**config.mk**
```make
export PLATFORM = sky130hd
export DESIGN_NAME = dmx_ctrl
export DESIGN_NICKNAME = d
export VERILOG_FILES = /design/src/logic/dmx_pkg.sv /design/src/logic/dmx_ctrl.sv
export SDC_FILE = /design/constraint.sdc
export NUM_CORES = 1
export LEC_CHECK = 0
export BUFFER_PORTS_ARGS = -buffer_cell sky130_fd_sc_hd__buf_2
export CAP_MARGIN = 20
export CORE_MARGIN = 2
export CORE_UTILIZATION = 40
export DETAILED_ROUTE_END_ITERATION = 8
export PLACE_DENSITY = 0.58
export SLEW_MARGIN = 20
export SYNTH_ARGS = -nofsm -noshare
export SYNTH_HDL_FRONTEND = slang
export SYNTH_SLANG_ARGS = --single-unit
```
**constraint.sdc**
```tcl
create_clock -name CORE_CLK -period 6.4 [get_ports CORE_CLK]
set_input_delay 1.28 -clock CORE_CLK [delete_from_list [all_inputs] [get_ports CORE_CLK]]
set_output_delay 1.28 -clock CORE_CLK [all_outputs]
set_load 0.02 [all_outputs]
```
**src/logic/dmx_pkg.sv**
```systemverilog
// Package of constants for the nine-bit DRAM module controller
// Function
// [RULE1] Row then column on shared address pins
// [RULE2] Strobe all 256 rows every refresh period
// [RULE3] Refresh with column strobes held high
// [RULE4] Module latches address and write data
// [RULE5] Read data unlatched, sample while valid
// [RULE6] One column strobe gates eight data lines
// [RULE7] Second column strobe gates ninth bit
// [RULE8] Controller generates and checks parity bit
// [RULE9] Installed module ties presence pin low
// [RULE10] Host pulls presence high, one means absent
// [RULE11] Presence shows installation, not correct function
// [RULE12] Writes and reads may mix freely
// [RULE13] Late-write output levels are invalid data
// [RULE14] Write enable high reads, low writes
// [RULE15] Outputs float until column strobe low
// [RULE16] Column before row refreshes internal counter row
// [RULE17] Power-up pause then eight init cycles
// [RULE18] Counter-driven refresh arbitrated against accesses
package dmx_pkg;
  // ****************************************
  // Geometry
  // ****************************************
  localparam int ADDR_BITS = 9;
  localparam int ROWS = 256;
  localparam int INIT_CYCLES = 8;
  // ****************************************
  // Timing, 100 MHz core clock
  // ****************************************
  localparam int CLK_PERIOD_NS = 10;
  localparam int REFRESH_PERIOD_MS = 4;
  localparam int POWERUP_PAUSE_US = 200;
  localparam int T_RAS_NS = 200;
  localparam int T_RP_NS = 120;
  localparam int T_RCD_NS = 30;
  localparam int T_CAS_NS = 100;
  localparam int T_CAC_NS = 100;
  localparam int T_RAH_NS = 20;
  // Least times round up
  localparam int RAS_CYC = (T_RAS_NS + CLK_PERIOD_NS - 1) / CLK_PERIOD_NS;
  localparam int RP_CYC = (T_RP_NS + CLK_PERIOD_NS - 1) / CLK_PERIOD_NS;
  localparam int RCD_CYC = (T_RCD_NS + CLK_PERIOD_NS - 1) / CLK_PERIOD_NS;
  localparam int CAS_CYC = (T_CAS_NS + CLK_PERIOD_NS - 1) / CLK_PERIOD_NS;
  localparam int CAC_CYC = (T_CAC_NS + CLK_PERIOD_NS - 1) / CLK_PERIOD_NS;
  localparam int RAH_CYC = (T_RAH_NS + CLK_PERIOD_NS - 1) / CLK_PERIOD_NS;
  // Pause rounds up; refresh interval per row is a longest time, rounds down
  localparam int POWERUP_CYC = (POWERUP_PAUSE_US * 1000 + CLK_PERIOD_NS - 1) / CLK_PERIOD_NS;
  localparam int REF_ROW_CYC = (REFRESH_PERIOD_MS * 1000000 / ROWS) / CLK_PERIOD_NS;
  // Per-step count width
  localparam int STEP_W = 8;
endpackage

```
**src/logic/dmx_ctrl.sv**
```systemverilog
// Host controller driving a 256K x 9 DRAM module over its pins
`timescale 1ns/1ps
module dmx_ctrl #(
  parameter int POWERUP_CYCLES = dmx_pkg::POWERUP_CYC,
  parameter int REF_INTERVAL = dmx_pkg::REF_ROW_CYC
) (
  // Clock and reset
  input wire logic CORE_CLK,
  input wire logic RST_B,
  // Host request port
  input wire logic REQ_VALID,
  output logic REQ_READY,
  input wire logic REQ_WRITE,
  input wire logic [17:0] REQ_ADDR,
  input wire logic [7:0] REQ_WDATA,
  output logic RSP_VALID,
  output logic [7:0] RSP_RDATA,
  output logic RSP_PARITY_ERR,
  output logic INIT_DONE,
  output logic MODULE_INSTALLED,
  // Module pins
  output logic [8:0] MUXED_ADDRESS_PINS,
  output logic ROW_STROBE_N,
  output logic COLUMN_STROBE_N,
  output logic PARITY_COLUMN_STROBE_N,
  output logic WRITE_ENABLE_N,
  input wire logic [7:0] SHARED_DATA_LINES_I,
  output logic [7:0] SHARED_DATA_LINES_O,
  output logic SHARED_DATA_LINES_OE,
  output logic PARITY_DATA_IN,
  input wire logic PARITY_DATA_OUT,
  input wire logic MODULE_PRESENT_N
);
  localparam int STEP_W = dmx_pkg::STEP_W;
  localparam int PU_W = $clog2(POWERUP_CYCLES + 1);
  localparam int RI_W = $clog2(REF_INTERVAL + 1);

  // ****************************************
  // Elaboration checks
  // ****************************************
  if (POWERUP_CYCLES < 1 || REF_INTERVAL < 64) begin : g_bad_param
    $error("dmx_ctrl: counts too small");
  end

  typedef enum logic [3:0] {
    ST_PAUSE, ST_INIT_RAS, ST_INIT_PRE, ST_IDLE, ST_ROW, ST_COL, ST_CAS,
    ST_REF_RAS, ST_PRE
  } dmx_state_e;

  dmx_state_e state_q;
  logic [STEP_W-1:0] step_q;
  logic [PU_W-1:0] pause_q;
  logic [3:0] init_cnt_q;
  logic [RI_W-1:0] ref_tmr_q;
  logic ref_pend_q;
  logic [7:0] ref_row_q;
  logic wr_q;
  logic [8:0] col_q;
  logic [7:0] wdata_q;

  // Even parity over a byte
  function automatic logic par8(input logic [7:0] b);
    par8 = ^b;
  endfunction

  // Handshake: accept only when idle, initialised and no refresh due
  assign REQ_READY = (state_q == ST_IDLE) && !ref_pend_q; // [RULE18]

  // Presence: pin pulled high externally, low means fitted only
  assign MODULE_INSTALLED = !MODULE_PRESENT_N; // [RULE10] [RULE11]

  // ****************************************
  // Refresh scheduling
  // ****************************************
  // Interval timer raises a pending refresh for one row
  always_ff @(posedge CORE_CLK) begin
    if (!RST_B) begin
      ref_tmr_q <= '0;
      ref_pend_q <= 1'b0;
    end else begin
      if (ref_tmr_q == RI_W'(REF_INTERVAL - 1)) begin
        ref_tmr_q <= '0;
      end else begin
        ref_tmr_q <= ref_tmr_q + 1'b1;
      end
      if (ref_tmr_q == RI_W'(REF_INTERVAL - 1) && INIT_DONE) begin
        ref_pend_q <= 1'b1; // [RULE2] [RULE18]
      end else if (state_q == ST_REF_RAS && step_q == '0) begin
        ref_pend_q <= 1'b0;
      end
    end
  end

  // ****************************************
  // Main sequencer
  // ****************************************
  // Strobe sequencing for init, access and row-only refresh
  always_ff @(posedge CORE_CLK) begin
    if (!RST_B) begin
      state_q <= ST_PAUSE;
      step_q <= '0;
      pause_q <= '0;
      init_cnt_q <= '0;
      ref_row_q <= '0;
      wr_q <= 1'b0;
      col_q <= '0;
      wdata_q <= '0;
      INIT_DONE <= 1'b0;
      MUXED_ADDRESS_PINS <= '0;
      ROW_STROBE_N <= 1'b1;
      COLUMN_STROBE_N <= 1'b1;
      PARITY_COLUMN_STROBE_N <= 1'b1;
      WRITE_ENABLE_N <= 1'b1;
      SHARED_DATA_LINES_O <= '0;
      SHARED_DATA_LINES_OE <= 1'b0;
      PARITY_DATA_IN <= 1'b0;
      RSP_VALID <= 1'b0;
      RSP_RDATA <= '0;
      RSP_PARITY_ERR <= 1'b0;
    end else begin
      RSP_VALID <= 1'b0;
      case (state_q)
        ST_PAUSE: begin
          pause_q <= pause_q + 1'b1;
          if (pause_q == PU_W'(POWERUP_CYCLES - 1)) begin
            state_q <= ST_INIT_RAS; // [RULE17]
            step_q <= '0;
          end
        end
        ST_INIT_RAS, ST_REF_RAS: begin
          // Row-only cycle, both column strobes held high
          // Row address leads the row strobe by one cycle for setup
          MUXED_ADDRESS_PINS <= {1'b0, ref_row_q}; // [RULE1] [RULE3]
          if (step_q != '0) begin
            ROW_STROBE_N <= 1'b0;
          end
          step_q <= step_q + 1'b1;
          if (step_q == STEP_W'(dmx_pkg::RAS_CYC + 1)) begin
            ROW_STROBE_N <= 1'b1;
            ref_row_q <= ref_row_q + 1'b1; // [RULE2]
            step_q <= '0;
            if (state_q == ST_INIT_RAS) begin
              init_cnt_q <= init_cnt_q + 1'b1;
              state_q <= ST_INIT_PRE;
            end else begin
              state_q <= ST_PRE;
            end
          end
        end
        ST_INIT_PRE: begin
          step_q <= step_q + 1'b1;
          if (step_q == STEP_W'(dmx_pkg::RP_CYC - 1)) begin
            step_q <= '0;
            if (init_cnt_q == 4'(dmx_pkg::INIT_CYCLES)) begin
              state_q <= ST_IDLE; // [RULE17]
              INIT_DONE <= 1'b1;
            end else begin
              state_q <= ST_INIT_RAS;
            end
          end
        end
        ST_IDLE: begin
          if (ref_pend_q) begin
            state_q <= ST_REF_RAS; // [RULE18]
            step_q <= '0;
          end else if (REQ_VALID) begin
            // Row half first, column half kept for later
            MUXED_ADDRESS_PINS <= REQ_ADDR[17:9]; // [RULE1]
            col_q <= REQ_ADDR[8:0];
            wr_q <= REQ_WRITE; // [RULE12]
            wdata_q <= REQ_WDATA;
            state_q <= ST_ROW;
            step_q <= '0;
          end
        end
        ST_ROW: begin
          ROW_STROBE_N <= 1'b0;
          // Early write: write enable low before the column strobe
          WRITE_ENABLE_N <= !wr_q; // [RULE14]
          SHARED_DATA_LINES_O <= wdata_q;
          SHARED_DATA_LINES_OE <= wr_q;
          PARITY_DATA_IN <= par8(wdata_q); // [RULE8]
          step_q <= step_q + 1'b1;
          if (step_q == STEP_W'(dmx_pkg::RAH_CYC)) begin
            MUXED_ADDRESS_PINS <= col_q; // [RULE1]
          end
          if (step_q == STEP_W'(dmx_pkg::RCD_CYC)) begin
            state_q <= ST_COL;
            step_q <= '0;
          end
        end
        ST_COL: begin
          // Both strobes together, one gates eight lines, other the ninth bit
          COLUMN_STROBE_N <= 1'b0; // [RULE6]
          PARITY_COLUMN_STROBE_N <= 1'b0; // [RULE7]
          state_q <= ST_CAS;
          step_q <= '0;
        end
        ST_CAS: begin
          step_q <= step_q + 1'b1;
          if (step_q == STEP_W'(dmx_pkg::CAC_CYC)) begin
            // Sample unlatched data while strobe still low
            if (!wr_q) begin
              RSP_RDATA <= SHARED_DATA_LINES_I; // [RULE5] [RULE15]
              RSP_PARITY_ERR <= par8(SHARED_DATA_LINES_I) != PARITY_DATA_OUT; // [RULE8]
            end else begin
              RSP_PARITY_ERR <= 1'b0; // [RULE13]
            end
            RSP_VALID <= 1'b1;
          end
          if (step_q == STEP_W'(dmx_pkg::RAS_CYC)) begin
            ROW_STROBE_N <= 1'b1;
            COLUMN_STROBE_N <= 1'b1;
            PARITY_COLUMN_STROBE_N <= 1'b1;
            WRITE_ENABLE_N <= 1'b1;
            SHARED_DATA_LINES_OE <= 1'b0;
            state_q <= ST_PRE;
            step_q <= '0;
          end
        end
        ST_PRE: begin
          step_q <= step_q + 1'b1;
          if (step_q == STEP_W'(dmx_pkg::RP_CYC - 1)) begin
            state_q <= ST_IDLE;
            step_q <= '0;
          end
        end
        default: begin
          state_q <= ST_IDLE;
        end
      endcase
    end
  end
endmodule

```
==> results of run 1 <==
==> cells in the final DEF, fill, tap and decap left out, types with 5 or more instances in the layout <==
cell type,Yosys,final
a21oi_1,24,24
nand4_1,16,16
o21ai_0,11,11
ha_1,10,10
nand3_1,16,16
clkbuf_16,0,9
nor3_1,5,5
buf_2,7,75
dfxtp_1,102,102
nand2_1,56,56
or3_1,5,5
xor2_1,23,23
and3_1,6,6
xnor2_1,23,23
a311oi_1,10,10
inv_1,16,16
nor2_1,86,86
a22oi_1,8,8
mux2i_1,32,32
==> cells by family (layout without fill, tap and decap cells) <==
family                     Yosys count  after routing  share of synthesized area
adders and majority gates           10             10                     0.0263
buffers and inverters               50            112                     0.0421
AOI/OAI and AO/OA                   83             83                      0.122
DFF                                102            102                      0.429
and+or+nand+nor                    221            221                      0.223
xor gates and xnor gates            47             47                     0.0895
muxes                               32             32                     0.0674
==> Yosys cell counts (2+ instances only) <==
library cell    n
dfxtp_1       102
nor2_1         86
nand2_1        56
mux2i_1        32
clkbuf_1       25
a21oi_1        24
xnor2_1        23
xor2_1         23
inv_1          16
nand3_1        16
nand4_1        16
o21ai_0        11
a311oi_1       10
ha_1           10
a22oi_1         8
buf_2           7
and3_1          6
nor3_1          5
or3_1           5
a31oi_1         4
a41oi_1         4
and2_1          4
or4_1           4
a211oi_1        3
nor4_1          3
o211ai_1        3
a21boi_0        2
nand2b_1        2
nor2b_1         2
nor4_2          2
nor4bb_1        2
o211a_1         2
o22ai_1         2
==> worst max-delay path, cell delays in order, from the launching register on <==
cell and delay (ns):
dfxtp_1 0.70, and4bb_2 0.53, and2_1 0.18, buf_2 0.16
==> flip-flops by register name, indices dropped and copies added (netlist names), 8 cells and up <==
name / flops
MUXED_ADDRESS_PINS: 9
RSP_RDATA: 8
SHARED_DATA_LINES_O: 8
col_q: 9
pause_q: 15
ref_row_q: 8
ref_tmr_q: 11
step_q: 8
wdata_q: 8
==> area by class of cell <==
type	instances	share of cell area
Multi-Input combinational cell	393	0.455
Sequential cell	102	0.370
Timing Repair Buffer	79	0.0734
Clock buffer	13	0.0453
Tap cell	143	0.0324
Clock inverter	3	0.0122
Inverter	17	0.0116
==> metal layers <==
| metal | wire length, um | GRT usage | vias to the layer above |
|---|---|---|---|
| met5 | 0 | 0 | - |
| met4 | 199 | 0.0813 | 0 |
| met3 | 670 | 0.0450 | 15 |
| met2 | 4480 | 0.247 | 100 |
| met1 | 4980 | 0.227 | 1776 |
| li1 | - | - | 2010 |
==> through the flow <==
step / worst slack [ns] / power, mW / cells / hold slack [ns] / area, um2
after floorplan: 3.71 / 0.681 / 545 / 0.433 / 4750
after global placement: 3.56 / 0.699 / 733 / 0.443 / 5190
after detailed placement: 3.53 / 0.699 / 733 / 0.448 / 5190
after CTS: 3.19 / 1.28 / 749 / 0.457 / 5510
after global routing: 3.08 / 1.31 / 750 / 0.475 / 5520
final: 3.21 / 1.27 / 750 / 0.455 / 5520
==> report_power, final <==
| group | internal (mW) | switching [mW] | total (mW) |
|---|---|---|---|
| logic | 0.0204 | 0.0232 | 0.0435 |
| registers | 0.638 | 0.00318 | 0.641 |
| clock network | 0.354 | 0.228 | 0.582 |
==> worst max path at each step <==
stage / endpoint / cells past startpoint
2_1_floorplan: MODULE_INSTALLED / 1
3_3_place_gp: MODULE_INSTALLED / 3
3_5_place_dp: MUXED_ADDRESS_PINS[5]$_SDFFE_PN0P_ / 5
4_1_cts: REQ_READY / 3
5_1_grt: REQ_READY / 3
6_report: REQ_READY / 3
==> impl_metrics.ini, run 1 <==
[critical_path]
cp.arrival_ns = 1.91
startpoint = state_q[1]$_SDFFE_PN0P_
criticalPathCategory = reg2out
r2r_cells = 5
r2r_slack_ns = 3.81
cp-end-kind = output pin
r2r_end = MUXED_ADDRESS_PINS[3]$_SDFFE_PN0P_
r2r_start = state_q[2]$_SDFFE_PN0P_
required_ns = 5.12
cp-start-kind = register
cp_max_fo = 20

[synthesis]
yosysUniqueCellTypes = 58
synth_top_area_frac = 0.429
ys_ff_latch = 102
synth-seq-area-share = 0.429
ys.flop_type = dfxtp_1
synth_area_leaders = dfxtp_1, nor2_1, mux2i_1
yosysTopAreaCell = dfxtp_1
synth_edf_count = 0
ys_warn_count = 0
syn_area_mm2 = 0.00475
synthArstFlopShare = 0
synthCells = 545
synth.avg_cell_area_um2 = 8.72
syn_nets = 595

[sta]
worstMarginPinSlew_ns = 0.888
timing.slew.headroom = 0.408
fin_crit_sh = 0.499
rsz0062_at_grt = no
finalHoldViolCount = 0
worst_clock_skew_ns = 0.00569
maxSlewViolCount = 0
tns_ns = 0
finalSetupViolations = 0
fin_crit_ns = 3.19
max_freq_mhz = 313

[layout]
nFillCells = 1135
insertedDiodeCount = 0
area.sequential_mm2 = 0.00204
drive_gt1_frac = 0.170
postLayoutCoreUtil = 0.479
synthToLayoutAreaGrowth_pct = 16.1
nets = 652
multiInputGateArea_mm2 = 0.00251

[global_route]
grt_max_degree = 80
first_global_vias = 3670
grt_pass1_wl_um = 17400
grt_usage = 0.167
overflow = 0
grt_antenna_before_repair = 0

[pwr]
p_leak_nw = 2.26
p_per_area_mw_per_mm2 = 229
vdd.ir_drop.worst_uv = 123

[die]
die_w_um = 113
start_util = 0.413
coreArea_mm2 = 0.0115
rows = 39
ios = 76
die_area_mm2 = 0.0128
die_h_um = 113

[clock_tree]
ctsResizeCount = 0
clockBufferDepth = 2
cts_tree = built
cts_made_buffers = 9
holdBufCountCts = 0
h-tree-depth = 3
worstSkewPairLatency_ns = 0.34
clock_sinks = 102
root_buffer = clkbuf_16
clk_pin_slew_ns = 0.07
cts_setup_buffers = 0

[status]
status = finished, violations left
violations = design-rule violations

[drt]
drt-wirelength-per-cell_um = 13.8
vias_per_cell = 5.20
dr.pass1.iters = 7
drtAntennaViolNets = 0
drcViolationCount = 6
routed_wl_um = 10300
vias = 3901
drtIter0Drc = 216

[hold_path]
hp-start = SHARED_DATA_LINES_O[5]$_SDFFE_PN0P_
worstHoldEndpoint = SHARED_DATA_LINES_O[5]$_SDFFE_PN0P_
whs_path_depth = 2
holdCritPathClass = reg2reg

[placement]
place_hpwl_um = 7210
gp_congestion = 0.802
port_buffers = 75

[run]
cap_viol_max_count = 0
Power figures use the tool's default switching activity.
==> run 2, diff against run 1 <==
--- a/config.mk
+++ b/config.mk
@@ -10,7 +10,7 @@
 export CORE_MARGIN = 2
 export CORE_UTILIZATION = 40
 export DETAILED_ROUTE_END_ITERATION = 8
-export PLACE_DENSITY = 0.58
+export PLACE_DENSITY = 0.6
 export SLEW_MARGIN = 20
 export SYNTH_ARGS = -nofsm -noshare
 export SYNTH_HDL_FRONTEND = slang
==> constraint.sdc (replaced) <==
create_clock -name CORE_CLK -period 2.6 [get_ports CORE_CLK]
set_input_delay 0.52 -clock CORE_CLK [delete_from_list [all_inputs] [get_ports CORE_CLK]]
set_output_delay 0.52 -clock CORE_CLK [all_outputs]
set_load 0.02 [all_outputs]
==> run 2 against run 1 <==
  * The run still ends with design-rule violations left
  * Setup slack worse by 3.1 ns
  * Global-route usage rose by 0.71 points
  * Non-clock buffer count increased by 14
  * Final cell count rose by 1.7%
  * Clock power up 130%
  * Worst hold slack got worse by 0.059 ns
  * Routed wire length grew 3.7%
  * Utilization grew 0.68 points
  * Total power rose by 140%
  * Die area unchanged
  * Critical endpoint unchanged
==> impl_metrics.ini, run 2 (same netlist as run 1, synthesis figures left out) <==
[critical_path]
criticalPathCategory = reg2out
cp-end-kind = output pin
r2r_end = RSP_RDATA[5]$_SDFFE_PN0P_
required_ns = 2.08
cp-start-kind = register
cp.arrival_ns = 1.95
r2r_start = state_q[2]$_SDFFE_PN0P_
r2r_cells = 5
cp_max_fo = 14
r2r_slack_ns = 0.31

[clock_tree]
cts_made_buffers = 9
ctsResizeCount = 0
clk_pin_slew_ns = 0.07
cts_tree = built
clock_sinks = 102
holdBufCountCts = 0
clockBufferDepth = 2
worstSkewPairLatency_ns = 0.35
root_buffer = clkbuf_16
h-tree-depth = 3
cts_setup_buffers = 0

[layout]
nFillCells = 1157
largest_register_ffs = 15
area.sequential_mm2 = 0.00204
stdcell_count = 763
postLayoutCoreUtil = 0.486
final_cell_mix = dfxtp_1, nor2_1, buf_2
multiInputGateArea_mm2 = 0.00251
insertedDiodeCount = 0
mostFrequentLayoutCell = dfxtp_1
regMostFlops = pause_q
largestRegisters = pause_q (15), ref_tmr_q (11)
drive_gt1_frac = 0.189
synthToLayoutAreaGrowth_pct = 17.8
nets = 666

[pwr]
p_clk_frac = 0.441
p_int_mw = 2.39
vdd.ir_drop.worst_uv = 378
p_comb_frac = 0.036
p_seq_frac = 0.523
p_leak_nw = 2.31
swShare = 0.209
p_per_area_mw_per_mm2 = 539
power.total_mw = 3.02
p_sw_mw = 0.631

[run]
cap_viol_max_count = 0

[sta]
timing.slew.headroom = 0.623
worstMarginPinSlew_ns = 0.564
fin_crit_ns = 2.47
setup_slack_ns = 0.132
finalSetupViolations = 0
fin_crit_sh = 0.949
maxSlewViolCount = 0
max_freq_mhz = 405
worst_clock_skew_ns = 0.00671
rsz0062_at_grt = no
tns_ns = 0
finalHoldViolCount = 0

[global_route]
grt_antenna_before_repair = 0
overflow = 0
grt_max_degree = 48
grt_usage = 0.174
first_global_vias = 3861
grt_pass1_wl_um = 18000

[placement]
post-place-cells = 748
gp_congestion = 0.849
pre_cts_ws_ns = 0.340
port_buffers = 75
place_hpwl_um = 7740

[hold_path]
worstHoldEndpoint = wdata_q[1]$_SDFFE_PN0P_
holdCritPathClass = in2reg
hp-start = REQ_WDATA[1]
whs_path_depth = 3

[drt]
drt-wirelength-per-cell_um = 14.0
dr.pass1.iters = 6
vias_per_cell = 5.23
vias = 3987
routed_wl_um = 10700
drtAntennaViolNets = 0
drtIter0Drc = 191
drcViolationCount = 4

[status]
violations = design-rule violations
status = finished, violations left

[die]
coreArea_mm2 = 0.0115
die_h_um = 113
start_util = 0.413
rows = 39
die_area_mm2 = 0.0128
die_w_um = 113
ios = 76
## run 2: worst max path at each step
| stage | from | end |
|---|---|---|
| after floorplan | pause_q[7]$_SDFFE_PN0P_ | state_q[0]$_SDFFE_PN0P_ |
| after global placement | step_q[3]$_SDFFE_PN0P_ | state_q[2]$_SDFFE_PN0P_ |
| after detailed placement | step_q[3]$_SDFFE_PN0P_ | state_q[2]$_SDFFE_PN0P_ |
| after CTS | state_q[1]$_SDFFE_PN0P_ | REQ_READY |
| after global routing | state_q[1]$_SDFFE_PN0P_ | REQ_READY |
| final | state_q[1]$_SDFFE_PN0P_ | REQ_READY |
## run 2: routing by layer
metal,up-vias,part of all wire,global-route usage
met4,0,0.0097,0.0512
met2,116,0.44,0.267
met3,9,0.087,0.0755
li1,2036,-,-
met1,1826,0.46,0.224
met5,-,0,0
## run 2: cell type report
class,instances,share of cell area
multi-input combinational,393,0.449
sequential,102,0.365
tap,143,0.0320
clock inverter,3,0.00804
inverter,17,0.0114
timing repair buffer,93,0.0912
clock buffer,12,0.0440
## run 2: stage by stage
step	area (um2)	hold slack, ns
4_1_cts	5600	0.385
2_1_floorplan	4750	0.433
5_1_grt	5600	0.409
6_report	5600	0.396
3_5_place_dp	5310	0.447
3_3_place_gp	5310	0.443
## run 2: critical path: stages, from the launching register on
cell,delay [ns]
dfxtp_1,0.59
buf_4,0.25
and4bb_2,0.24
buf_4,0.20
and2_1,0.14
buf_2,0.17
## run 2: power groups by stage
| stage | clock network [mW] | logic, mW | registers (mW) |
|---|---|---|---|
| 2_1_floorplan | 0 | 0.0637 | 1.61 |
| 3_3_place_gp | 0 | 0.108 | 1.61 |
| 3_5_place_dp | 0 | 0.109 | 1.61 |
| 4_1_cts | 1.38 | 0.110 | 1.58 |
| 5_1_grt | 1.44 | 0.122 | 1.58 |
| 6_report | 1.33 | 0.109 | 1.58 |
==> run 3, diff against run 2 <==
--- a/config.mk
+++ b/config.mk
@@ -5,6 +5,7 @@
 export SDC_FILE = /design/constraint.sdc
 export NUM_CORES = 1
 export LEC_CHECK = 0
+export ABC_AREA = 1
 export BUFFER_PORTS_ARGS = -buffer_cell sky130_fd_sc_hd__buf_2
 export CAP_MARGIN = 20
 export CORE_MARGIN = 2
==> run 3 against run 2 <==
  * The flow now finishes without violations
  * Setup slack better by 0.47 ns
  * Largest power group unchanged
  * Design area is 7.5% higher
  * Largest cell class unchanged
  * Final cell count is 34% higher
  * Routed wire length is 20% higher
==> impl_metrics.ini, run 3 <==
[status]
status = finished clean

[drt]
wl_met3_um = 504
highest_layer = met4
drcViolationCount = 0
vias = 5031
vias_per_cell = 4.94
routed_wl_um = 12900
drt-wirelength-per-cell_um = 12.6
wl_met1_um = 5840
wl_met2_um = 6160
drtIter0Drc = 276
drtAntennaViolNets = 0
dr.pass1.iters = 4

[synthesis]
synth_top_area_frac = 0.393
yosysUniqueCellTypes = 32
yosysTopAreaCell = dfxtp_1
synthArstFlopShare = 0
post-synth-top-count-cell = nand2_1
synth_area_leaders = dfxtp_1, nand2_1, a21oi_1
syn_area_mm2 = 0.00519
ys_ff_latch = 102
synth_edf_count = 0
syn_nets = 822
ys_warn_count = 0
synth.avg_cell_area_um2 = 6.73
synth_common_cells = nand2_1, dfxtp_1, inv_1
ys.flop_type = dfxtp_1
synthCells = 772
synth-seq-area-share = 0.393

[layout]
drive_gt1_frac = 0.140
synthToLayoutAreaGrowth_pct = 15.9
regMostFlops = pause_q
nets = 892
largest_register_ffs = 15
final_cell_mix = nand2_1, dfxtp_1, inv_1
insertedDiodeCount = 0
finalInstanceArea_mm2 = 0.00602
largestRegisters = pause_q (15), ref_tmr_q (11)
mostFrequentLayoutCell = nand2_1

[clock_tree]
worstSkewPairLatency_ns = 0.36
clock_sinks = 102
root_buffer = clkbuf_16
cts_setup_buffers = 0
cts_tree = built
clk_pin_slew_ns = 0.07
ctsResizeCount = 0
clockBufferDepth = 2
cts_made_buffers = 9
h-tree-depth = 3
holdBufCountCts = 0

[hold_path]
holdCritPathClass = in2reg
hp-start = SHARED_DATA_LINES_I[0]

[critical_path]
crit_chain = nand2_1 > clkinv_1 > nand2_2 > nor2_4 > buf_2
cp-end-kind = output pin
cp.arrival_ns = 1.48
cp_max_fo = 7
required_ns = 2.08
startpoint = state_q[1]$_SDFFE_PN0P_
criticalPathCategory = reg2out
critical-path-max-stage-delay_ns = 0.46
cpMaxStageDelayCell = dfxtp_1
cp-start-kind = register
r2r_start = state_q[3]$_SDFFE_PN0P_

[global_route]
grt_max_degree = 47
overflow = 0
grt_usage = 0.186
grt_pass1_wl_um = 21100
first_global_vias = 4654
grt_antenna_before_repair = 0

[placement]
placed_cell_area_mm2 = 0.00573
port_buffers = 75
place_hpwl_um = 9380
gp_congestion = 0.869

[sta]
worst_clock_skew_ns = 0.00921
finalSetupViolations = 0
finalHoldViolCount = 0
rsz0062_at_grt = no
fin_crit_sh = 0.769
tns_ns = 0
fin_crit_ns = 2.00
worstMarginPinSlew_ns = 0.542
max_freq_mhz = 500
maxSlewViolCount = 0
timing.slew.headroom = 0.636

[die]
coreArea_mm2 = 0.0127
rows = 41
die_area_mm2 = 0.0139
ios = 76
start_util = 0.410
die_h_um = 118
die_w_um = 118

[pwr]
p_leak_nw = 2.62
vdd.ir_drop.worst_uv = 342
p_per_area_mw_per_mm2 = 500

[run]
cap_viol_max_count = 0
-- run 3: area by class of cell --
type | count | area, um2
Sequential cell | 102 | 2040
Multi-Input combinational cell | 544 | 2660
Tap cell | 172 | 215
Fill cell | 1320 | 6650
Clock buffer | 12 | 256
Inverter | 105 | 394
Clock inverter | 4 | 30.0
Timing Repair Buffer | 80 | 425
-- run 3: metrics by stage --
stage	total power, mW	cells	hold WS, ns	worst slack (ns)	utilization
2_1_floorplan	1.68	772	0.425	1.06	-
3_3_place_gp	1.73	1003	0.440	0.769	0.452
3_5_place_dp	1.73	1003	0.450	0.735	0.452
4_1_cts	3.06	1019	0.417	0.576	0.475
5_1_grt	3.12	1019	0.437	0.474	0.475
6_report	3.01	1019	0.435	0.602	0.475
-- run 3: cell families after synthesis --
| family | synth area share |
|---|---|
| XOR/XNOR | 0.0303 |
| AO/OA/AOI/OAI | 0.156 |
| buffers and inverters | 0.0956 |
| AND/OR/NAND/NOR | 0.301 |
| flip-flops | 0.393 |
| adder cells (fa/ha/maj) | 0.0241 |
-- run 3: worst paths after layout --
check	end	depth (start not counted)	slack (ns)
max	REQ_READY	5	0.60
min	RSP_RDATA[0]$_SDFFE_PN0P_	3	0.44
max reg2reg	MUXED_ADDRESS_PINS[1]$_SDFFE_PN0P_	9	0.71
min reg2reg	col_q[4]$_SDFFE_PN0P_	2	0.46
-- run 3: metal layers --
metal,up-vias,global-route usage
met5,-,0
met4,0,0.0776
met3,26,0.0499
met2,91,0.317
met1,2294,0.221
li1,2620,-
-- run 3: critical path: cells and delay by family, from the launching register on --
| kind | cells | cell delay [ns] |
|---|---|---|
| simple gates | 3 | 0.37 |
| buf+inv | 2 | 0.29 |
| flops | 1 | 0.46 |
-- run 3: power breakdown --
group	leakage, nW	total, mW	internal, mW	switching (mW)
logic	1.65	0.121	0.0506	0.0705
clock network	0.139	1.31	0.706	0.605
registers	0.823	1.58	1.57	0.00629
total	2.62	3.01	2.33	0.681
